[src/design/adc_clk_test_pkg.sv]
// package: register map, field layout and test pattern constants
`default_nettype none
package adc_clk_test_pkg;

    // ------------------------------------------------------------------
    // register offsets
    // ------------------------------------------------------------------
    localparam logic [7:0] ADDR_CLOCK_STABILIZER = 8'h09;
    localparam logic [7:0] ADDR_CLOCK_DIVIDE = 8'h0B;
    localparam logic [7:0] ADDR_ENHANCEMENT = 8'h0C;
    localparam logic [7:0] ADDR_TEST_PATTERN = 8'h0D;
    localparam logic [7:0] ADDR_USER_PATTERN1_LOW = 8'h19;

    // ------------------------------------------------------------------
    // field positions and reset values
    // ------------------------------------------------------------------
    localparam int STABILIZER_BIT = 0;
    localparam int DIVIDE_LSB = 0;
    localparam int DIVIDE_WIDTH = 3;
    localparam int CHOP_BIT = 2;
    localparam int LFSR_LONG_RESET_BIT = 5;
    localparam int LFSR_SHORT_RESET_BIT = 4;
    localparam logic [7:0] RESET_VALUE = 8'h00;

    localparam int SAMPLE_WIDTH = 14;
    localparam int CHANNELS = 2;

    // ------------------------------------------------------------------
    // test select codes and user modes
    // ------------------------------------------------------------------
    localparam logic [3:0] TEST_NORMAL = 4'h0;
    localparam logic [3:0] TEST_MIDSCALE = 4'h1;
    localparam logic [3:0] TEST_POS_FULL_SCALE = 4'h2;
    localparam logic [3:0] TEST_NEG_FULL_SCALE = 4'h3;
    localparam logic [3:0] TEST_CHECKERBOARD = 4'h4;
    localparam logic [3:0] TEST_PSEUDORANDOM_LONG = 4'h5;
    localparam logic [3:0] TEST_PSEUDORANDOM_SHORT = 4'h6;
    localparam logic [3:0] TEST_WORD_TOGGLE = 4'h7;
    localparam logic [3:0] TEST_USER_INPUT = 4'h8;
    localparam logic [3:0] TEST_BIT_TOGGLE = 4'h9;
    localparam logic [3:0] TEST_SYNC = 4'hA;
    localparam logic [3:0] TEST_ONE_BIT_HIGH = 4'hB;

    localparam logic [1:0] USER_SINGLE = 2'h0;
    localparam logic [1:0] USER_ALTERNATE = 2'h1;
    localparam logic [1:0] USER_SINGLE_ONCE = 2'h2;
    localparam logic [1:0] USER_ALTERNATE_ONCE = 2'h3;

    // ------------------------------------------------------------------
    // pattern words and generator seeds
    // ------------------------------------------------------------------
    localparam logic [13:0] WORD_MIDSCALE = 14'h2000;
    localparam logic [13:0] WORD_ALL_ONES = 14'h3FFF;
    localparam logic [13:0] WORD_ALL_ZEROS = 14'h0000;
    localparam logic [13:0] WORD_CHECKER_A = 14'h2AAA;
    localparam logic [13:0] WORD_CHECKER_B = 14'h1555;
    localparam logic [13:0] WORD_SYNC = 14'h3F80;
    localparam logic [13:0] WORD_ONE_BIT_HIGH = 14'h0001;
    localparam logic [22:0] SEED_PSEUDORANDOM_LONG = 23'h7FFFFF;
    localparam logic [8:0] SEED_PSEUDORANDOM_SHORT = 9'h1FF;

    typedef struct packed {
        logic [1:0] user_mode;
        logic [3:0] select;
    } test_ctrl_s;

    typedef struct packed {
        logic phase;
        logic [1:0] shown;
    } channel_state_s;

endpackage
`default_nettype wire

[src/design/adc_clock_and_test_pattern_ctrl.sv]
// clock control and output test pattern registers of the dual converter
`default_nettype none
module adc_clock_and_test_pattern_ctrl (
    input wire logic clock,
    input wire logic arst_n,
    input wire logic [7:0] reg_addr,
    input wire logic [7:0] reg_wdata,
    input wire logic reg_write,
    input wire logic [1:0] channel_enable,
    output logic [7:0] reg_rdata,
    input wire logic [13:0] user_pattern2,
    input wire logic [13:0] conv_data_a,
    input wire logic [13:0] conv_data_b,
    output logic [13:0] out_data_a,
    output logic [13:0] out_data_b,
    output logic stabilizer_enable,
    output logic [2:0] clock_divide_ratio,
    output logic chop_enable
);

    // ------------------------------------------------------------------
    // register file
    // ------------------------------------------------------------------
    logic stabilizer, next_stabilizer;
    logic [2:0] divide, next_divide;
    logic chop, next_chop;
    logic lfsr_long_reset, next_lfsr_long_reset;
    logic lfsr_short_reset, next_lfsr_short_reset;
    logic [7:0] user_pattern1_low, next_user_pattern1_low;
    adc_clk_test_pkg::test_ctrl_s test_ctrl [2];
    adc_clk_test_pkg::test_ctrl_s next_test_ctrl [2];
    logic [1:0] test_written;
    int rd_ch;

    always_comb begin
        next_stabilizer = stabilizer;
        next_divide = divide;
        next_chop = chop;
        next_lfsr_long_reset = lfsr_long_reset;
        next_lfsr_short_reset = lfsr_short_reset;
        next_user_pattern1_low = user_pattern1_low;
        next_test_ctrl = test_ctrl;
        test_written = 2'h0;
        if (reg_write) begin
            case (reg_addr)
                adc_clk_test_pkg::ADDR_CLOCK_STABILIZER: begin
                    next_stabilizer = reg_wdata[adc_clk_test_pkg::STABILIZER_BIT];
                end
                adc_clk_test_pkg::ADDR_CLOCK_DIVIDE: begin
                    next_divide = reg_wdata[adc_clk_test_pkg::DIVIDE_LSB +: 3];
                end
                adc_clk_test_pkg::ADDR_ENHANCEMENT: begin
                    next_chop = reg_wdata[adc_clk_test_pkg::CHOP_BIT];
                end
                adc_clk_test_pkg::ADDR_TEST_PATTERN: begin
                    // generator resets are shared, select and mode per channel
                    next_lfsr_long_reset =
                        reg_wdata[adc_clk_test_pkg::LFSR_LONG_RESET_BIT];
                    next_lfsr_short_reset =
                        reg_wdata[adc_clk_test_pkg::LFSR_SHORT_RESET_BIT];
                    for (int c = 0; c < 2; c++) begin
                        if (channel_enable[c]) begin
                            next_test_ctrl[c] = {reg_wdata[7:6], reg_wdata[3:0]};
                            test_written[c] = 1'b1;
                        end
                    end
                end
                adc_clk_test_pkg::ADDR_USER_PATTERN1_LOW: begin
                    next_user_pattern1_low = reg_wdata;
                end
                default: begin
                end
            endcase
        end
    end

    always_ff @(posedge clock or negedge arst_n) begin
        if (!arst_n) begin
            stabilizer <= 1'b0;
            divide <= 3'h0;
            chop <= 1'b0;
            lfsr_long_reset <= 1'b0;
            lfsr_short_reset <= 1'b0;
            user_pattern1_low <= adc_clk_test_pkg::RESET_VALUE;
            test_ctrl[0] <= '0;
            test_ctrl[1] <= '0;
        end else begin
            stabilizer <= next_stabilizer;
            divide <= next_divide;
            chop <= next_chop;
            lfsr_long_reset <= next_lfsr_long_reset;
            lfsr_short_reset <= next_lfsr_short_reset;
            user_pattern1_low <= next_user_pattern1_low;
            test_ctrl <= next_test_ctrl;
        end
    end

    assign stabilizer_enable = stabilizer;
    assign clock_divide_ratio = divide;
    assign chop_enable = chop;

    // readback of the test register comes from the lowest enabled channel
    always_comb begin
        rd_ch = (!channel_enable[0] && channel_enable[1]) ? 1 : 0;
        case (reg_addr)
            adc_clk_test_pkg::ADDR_CLOCK_STABILIZER: reg_rdata = {7'h00, stabilizer};
            adc_clk_test_pkg::ADDR_CLOCK_DIVIDE: reg_rdata = {5'h00, divide};
            adc_clk_test_pkg::ADDR_ENHANCEMENT: reg_rdata = {5'h00, chop, 2'h0};
            adc_clk_test_pkg::ADDR_TEST_PATTERN: reg_rdata = {test_ctrl[rd_ch].user_mode,
                lfsr_long_reset, lfsr_short_reset, test_ctrl[rd_ch].select};
            adc_clk_test_pkg::ADDR_USER_PATTERN1_LOW: reg_rdata = user_pattern1_low;
            default: reg_rdata = 8'h00;
        endcase
    end

    // ------------------------------------------------------------------
    // pseudorandom generators
    // ------------------------------------------------------------------
    logic [22:0] lfsr_long, next_lfsr_long;
    logic [8:0] lfsr_short, next_lfsr_short;

    always_comb begin
        // held at seed while the reset bit stays set
        if (lfsr_long_reset) begin
            next_lfsr_long = adc_clk_test_pkg::SEED_PSEUDORANDOM_LONG;
        end else begin
            next_lfsr_long = {lfsr_long[21:0], lfsr_long[22] ^ lfsr_long[17]};
        end
        if (lfsr_short_reset) begin
            next_lfsr_short = adc_clk_test_pkg::SEED_PSEUDORANDOM_SHORT;
        end else begin
            next_lfsr_short = {lfsr_short[7:0], lfsr_short[8] ^ lfsr_short[4]};
        end
    end

    always_ff @(posedge clock or negedge arst_n) begin
        if (!arst_n) begin
            lfsr_long <= adc_clk_test_pkg::SEED_PSEUDORANDOM_LONG;
            lfsr_short <= adc_clk_test_pkg::SEED_PSEUDORANDOM_SHORT;
        end else begin
            lfsr_long <= next_lfsr_long;
            lfsr_short <= next_lfsr_short;
        end
    end

    // ------------------------------------------------------------------
    // per channel pattern selection
    // ------------------------------------------------------------------
    function automatic logic [13:0] pattern_word(
        input adc_clk_test_pkg::test_ctrl_s ctrl,
        input adc_clk_test_pkg::channel_state_s st,
        input logic [13:0] conv,
        input logic [13:0] user1,
        input logic [13:0] user2,
        input logic [13:0] pnl,
        input logic [13:0] pns
    );
        logic [13:0] user_word;
        logic once;
        user_word = (ctrl.user_mode[0] && st.phase) ? user2 : user1;
        once = ctrl.user_mode[1];
        // once modes fall silent after one or two words
        if (once && (st.shown > {1'b0, ctrl.user_mode[0]})) begin
            user_word = adc_clk_test_pkg::WORD_ALL_ZEROS;
        end
        case (ctrl.select)
            adc_clk_test_pkg::TEST_NORMAL: return conv;
            adc_clk_test_pkg::TEST_MIDSCALE: return adc_clk_test_pkg::WORD_MIDSCALE;
            adc_clk_test_pkg::TEST_POS_FULL_SCALE: return adc_clk_test_pkg::WORD_ALL_ONES;
            adc_clk_test_pkg::TEST_NEG_FULL_SCALE: return adc_clk_test_pkg::WORD_ALL_ZEROS;
            adc_clk_test_pkg::TEST_CHECKERBOARD:
                return st.phase ? adc_clk_test_pkg::WORD_CHECKER_B
                                : adc_clk_test_pkg::WORD_CHECKER_A;
            adc_clk_test_pkg::TEST_PSEUDORANDOM_LONG: return pnl;
            adc_clk_test_pkg::TEST_PSEUDORANDOM_SHORT: return pns;
            adc_clk_test_pkg::TEST_WORD_TOGGLE:
                return st.phase ? adc_clk_test_pkg::WORD_ALL_ZEROS
                                : adc_clk_test_pkg::WORD_ALL_ONES;
            adc_clk_test_pkg::TEST_USER_INPUT: return user_word;
            adc_clk_test_pkg::TEST_BIT_TOGGLE: return adc_clk_test_pkg::WORD_CHECKER_A;
            adc_clk_test_pkg::TEST_SYNC: return adc_clk_test_pkg::WORD_SYNC;
            adc_clk_test_pkg::TEST_ONE_BIT_HIGH: return adc_clk_test_pkg::WORD_ONE_BIT_HIGH;
            // unlisted codes give normal data rather than an undefined word
            default: return conv;
        endcase
    endfunction

    adc_clk_test_pkg::channel_state_s ch_state [2];
    adc_clk_test_pkg::channel_state_s next_ch_state [2];
    logic [13:0] next_out [2];
    logic [13:0] out_q [2];
    logic [13:0] user1_word;

    always_comb begin
        user1_word = {6'h00, user_pattern1_low};
        for (int c = 0; c < 2; c++) begin
            next_out[c] = pattern_word(test_ctrl[c], ch_state[c],
                (c == 0) ? conv_data_a : conv_data_b, user1_word, user_pattern2,
                lfsr_long[13:0], {5'h00, lfsr_short});
            next_ch_state[c].phase = ~ch_state[c].phase;
            next_ch_state[c].shown = (ch_state[c].shown == 2'h3) ? 2'h3
                                   : ch_state[c].shown + 2'h1;
            // a fresh write restarts the alternate phase and the once count
            if (test_written[c]) begin
                next_ch_state[c] = '0;
            end
        end
    end

    always_ff @(posedge clock or negedge arst_n) begin
        if (!arst_n) begin
            ch_state[0] <= '0;
            ch_state[1] <= '0;
            out_q[0] <= 14'h0000;
            out_q[1] <= 14'h0000;
        end else begin
            ch_state <= next_ch_state;
            out_q <= next_out;
        end
    end

    assign out_data_a = out_q[0];
    assign out_data_b = out_q[1];

endmodule
`default_nettype wire

[config.mk]
export PLATFORM = sky130hd
export DESIGN_NAME = adc_clock_and_test_pattern_ctrl
export DESIGN_NICKNAME = d
export VERILOG_FILES = /design/src/design/adc_clk_test_pkg.sv /design/src/design/adc_clock_and_test_pattern_ctrl.sv
export SDC_FILE = /design/constraint.sdc
export NUM_CORES = 1
export LEC_CHECK = 0
export BUFFER_PORTS_ARGS = -buffer_cell sky130_fd_sc_hd__buf_2
export CAP_MARGIN = 20
export CORE_MARGIN = 2
export CORE_UTILIZATION = 40
export CTS_CLUSTER_DIAMETER = 200
export DETAILED_ROUTE_END_ITERATION = 10
export PLACE_DENSITY = 0.59
export SETUP_SLACK_MARGIN = 0.05
export SLEW_MARGIN = 20
export SYNTH_ARGS = -nofsm -noshare
export SYNTH_HDL_FRONTEND = slang
export SYNTH_SLANG_ARGS = --single-unit
[constraint.sdc]
create_clock -name clock -period 2.7 [get_ports clock]
set_input_delay 0.675 -clock clock [delete_from_list [all_inputs] [get_ports clock]]
set_output_delay 0.675 -clock clock [all_outputs]
set_load 0.1 [all_outputs]
==> key figures <==
Synthesis
  – Yosys warning total: 0
  – Number of synthesized flops with an enable pin: 0
  – Cell types with the highest counts after synthesis: sky130_fd_sc_hd__dfrtp_1 (61), sky130_fd_sc_hd__mux2_2 (35), sky130_fd_sc_hd__nand2_1 (34), sky130_fd_sc_hd__dfstp_2 (32), sky130_fd_sc_hd__or2_2 (30)
  – Post-synthesis sequential area ratio: 49.1%
  – Number of distinct library cells after synthesis: 50
  – Synthesized cell area: 4820 um2
  – Synth Area in Compound Gates: about 17%
  – Mean instance size in the synthesized netlist: 10.6 um2
  – Share of synthesized cell area in full adder, half adder and majority cells: 2.08%
  – Xor and xnor fraction of the mapped netlist area: 0.363%
  – Library cell with the highest instance count after synthesis: sky130_fd_sc_hd__dfrtp_1
  – Portion of synthesized cell area occupied by the leading cell type: 31.7%
  – Flops & latches, synth: a little over 90
  – Largest family of logic cells by synthesized area: simple AND/OR/NAND/NOR gates
  – Async S/R FF share, synth: between 90% and 100%
  – Post-synth net total: 526
  – Simple-Gate Fraction of Synth Area: 18.8%
  – Flip-flop cell with the highest count after synthesis: sky130_fd_sc_hd__dfrtp_1
  – Most area-hungry cell type in the Yosys netlist: sky130_fd_sc_hd__dfrtp_1
  – Largest cells by area after synthesis: sky130_fd_sc_hd__dfrtp_1 (32%), sky130_fd_sc_hd__dfstp_2 (17%), sky130_fd_sc_hd__mux2_2 (8.2%)
  – Multiplexer area fraction after synthesis: approximately 9.6%
  – Cell count after synthesis: 455

Worst setup path
  – Chain of cells forming the critical path: buf_6 > or3_4 > or3_4 > o22ai_4 > buf_12
  – Type of the worst setup path: in2out
  – Startpoint of the most critical register-to-register path: test_ctrl[9]
  – Most prevalent standard cell on the critical path: sky130_fd_sc_hd__or3_4
  – Slowest cell on the critical path: sky130_fd_sc_hd__or3_4
  – Length in cells of the worst reg-to-reg path: 6
  – RR Endpoint: out_data_a[12]
  – Launching element type of the critical path: primary input
  – Biggest cell delay along the critical path: 0.42 ns
  – Setup slack of the worst register-to-register path: 0.61 ns
  – Critical-path maximum fanout: 4
  – Sort of element at the end of the critical path: output port
  – WP data required: approximately 2 ns
  – Signal arrival time at the worst endpoint: 1.99 ns

Timing
  – Number of hold-slack violations in the final timing report: 0
  – Worst Slack Setup Final: about 0.035 ns
  – Worst-Margin Slew: around 0.69 ns
  – Portion of the clock cycle consumed by the worst path in the final layout: 98.7%
  – Setup violation total in the final timing report: 0
  – Worst hold slack: 0.232 ns
  – Setup Skew: 0.0106 ns
  – Number of slew-limit violations in the final report: 0
  – Relative slew slack: about 54%
  – Highest clock rate: 0.375 GHz
  – Setup repair after global routing missed its margin: true
  – Post-layout minimum cycle time: 2.67 ns

Drt
  – Wire per inst: just under 20 um
  – Iteration-0 DRC Markers: around 190
  – DR vias: 3949
  – Wire length after detailed routing: 13800 um
  – DRC errors left: 0
  – Ratio of routed vias to standard cells: 5.57
  – Remaining antenna violation count: 0
  – Iteration count of the initial detailed-routing pass: 5

Floorplanning
  – Count of pins on the block boundary: 104
  – Initial cell density of the core: between 40% and 50%
  – Die width: 114 um
  – Area enclosed by the die boundary: approximately 13000 um2
  – Cell row count: 40
  – Core area: ~12000 um2
  – Overall die height: 114 um

Clock tree
  – CTS root buffer: sky130_fd_sc_hd__clkbuf_16
  – Worst-skew pair later-pin latency: 0.36 ns
  – CTS buffer count: 9
  – Maximum root-to-sink buffer count: 2
  – Count of hold-fix buffers inserted at cts: 0
  – H-Tree Level Count: 3
  – CTS tree: yes
  – Clk sink count: 93
  – Clock Pin Slew Worst Setup and Hold Paths: 0.07 ns

Place
  – Detailed-placement wirelength estimate: 10500 um
  – Number of placed cells counting well taps: 693
  – Number of buffers added on ports: about 100
  – Placement Cell Area: 5780 um2
  – Post-placement setup slack: between 0.01 and 0.015 ns
  – RePlAce Congestion: 0.880

Global routing
  – First-pass GRT wire length: 21900 um
  – Maximum number of pins on one net before global-route repair: 65
  – Initial antenna violation count: 0
  – Vias in the first global route: ~4000
  – Global router's overall resource usage: between 20% and 30%
  – Global route total overflow: 0

Finish
  – Number of antenna diodes: 0
  – Fraction of layout cells with a size suffix above 1: 45.2%
  – Register area: approximately 2400 um2
  – Final std cell area, no fill: roughly 6100 um2
  – Footprint of the multi-input gates: 2430 um2
  – Filler Cells Inserted: 1117
  – Total number of nets in the final design: 628
  – Area growth syn-to-layout: 26.1%
  – Count of placed standard cells in the final layout, fillers left out: 709

Min path
  – Tightest Hold Check Type: in2async

Pwr
  – Power density over the cells: 717 nW/um2
  – Static leakage: 2.68 nW
  – Worst-case vdd ir drop: between 0.0004 and 0.0005 V

Status
  – Run status: complete, no violations

Job
  – Count of max-cap constraint violations: 0
## report_power, final
| group | internal, mW | total, mW | switching (mW) |
|---|---|---|---|
| Sequential | 1.86 | 2.09 | 0.225 |
| Clock | 0.645 | 1.24 | 0.598 |
| Combinational | 0.337 | 1.03 | 0.693 |
## area by class of cell
class                      count  area share, %
sequential                    93           38.9
tap                          147           3.03
clock inverter                 7           1.05
inverter                      10          0.618
multi-input combinational    325           40.0
timing repair buffer         118           12.7
clock buffer                   9           3.71
## cells by family (layout without fill, tap and decap cells)
| kind of cell | after synthesis | after routing |
|---|---|---|
| AO/OA/AOI/OAI | 111 | 111 |
| XOR/XNOR | 2 | 2 |
| adder cells (fa/ha/maj) | 8 | 8 |
| buffers and inverters | 37 | 144 |
| flip-flops | 93 | 93 |
| multiplexers | 42 | 42 |
| AND/OR/NAND/NOR | 162 | 162 |
## cells in the final DEF, fill, tap and decap left out, types with 13 or more instances in the layout
| cell | n |
|---|---|
| sky130_fd_sc_hd__buf_2 | 93 |
| sky130_fd_sc_hd__dfrtp_1 | 61 |
| sky130_fd_sc_hd__mux2_2 | 35 |
| sky130_fd_sc_hd__nand2_1 | 34 |
| sky130_fd_sc_hd__dfstp_2 | 32 |
| sky130_fd_sc_hd__or2_2 | 30 |
| sky130_fd_sc_hd__nor2_1 | 25 |
| sky130_fd_sc_hd__nand3_1 | 18 |
| sky130_fd_sc_hd__a21oi_1 | 17 |
| sky130_fd_sc_hd__buf_4 | 15 |
| sky130_fd_sc_hd__a22oi_1 | 14 |
| sky130_fd_sc_hd__nand2b_1 | 13 |
| sky130_fd_sc_hd__o32a_1 | 13 |
## sequential cells by signal, indices dropped and copies added (netlist names)
register and cells:
ch_state 6, chop_enable 1, clock_divide_ratio 3, lfsr_long 23
lfsr_long_reset 1, lfsr_short 9, lfsr_short_reset 1, out_data_a 14
out_data_b 14, stabilizer_enable 1, test_ctrl 12, user_pattern1_low 8
## worst max-delay path: cells and delay by family
family                 cells  cell delay, ns
buffers and inverters      2            0.29
AO/OA/AOI/OAI              1            0.19
AND/OR/NAND/NOR            2            0.84
## per-layer routing
metal	wire length, um	part of all wire (%)	track usage [%]
met5	0	0	0
met4	400	2.9	10.2
met3	939	6.8	4.73
met2	6070	44	33.1
met1	6360	46	32.3
## through the flow
step                power, mW  util, %  setup TNS [ns]
global route             4.56     51.2               0
detailed placement       3.14     48.7               0
global placement         3.12     48.7               0
CTS                      4.39     51.2               0
finish                   4.36     51.2               0
floorplan                2.81        -          -0.108
## how the worst max path moves through the flow
stage           startpoint            to  slack [ns]
2_1_floorplan  reg_addr[5]  reg_rdata[0]       -0.06
3_3_place_gp   reg_addr[5]  reg_rdata[0]        0.02
3_5_place_dp   reg_addr[5]  reg_rdata[0]        0.01
4_1_cts        reg_addr[5]  reg_rdata[1]        0.02
5_1_grt        reg_addr[5]  reg_rdata[0]       0.009
6_report       reg_addr[5]  reg_rdata[0]        0.03
## what timing repair did
item / in CTS / in global routing
gates resized for setup: 1 / 1
pin swaps: 2 / 1
setup buffers: 0 / 0
endpoints found under the hold margin: 0 / 0
endpoints found under the setup margin: 3 / 5
No activity file was read; power rests on OpenSTA's default activity.
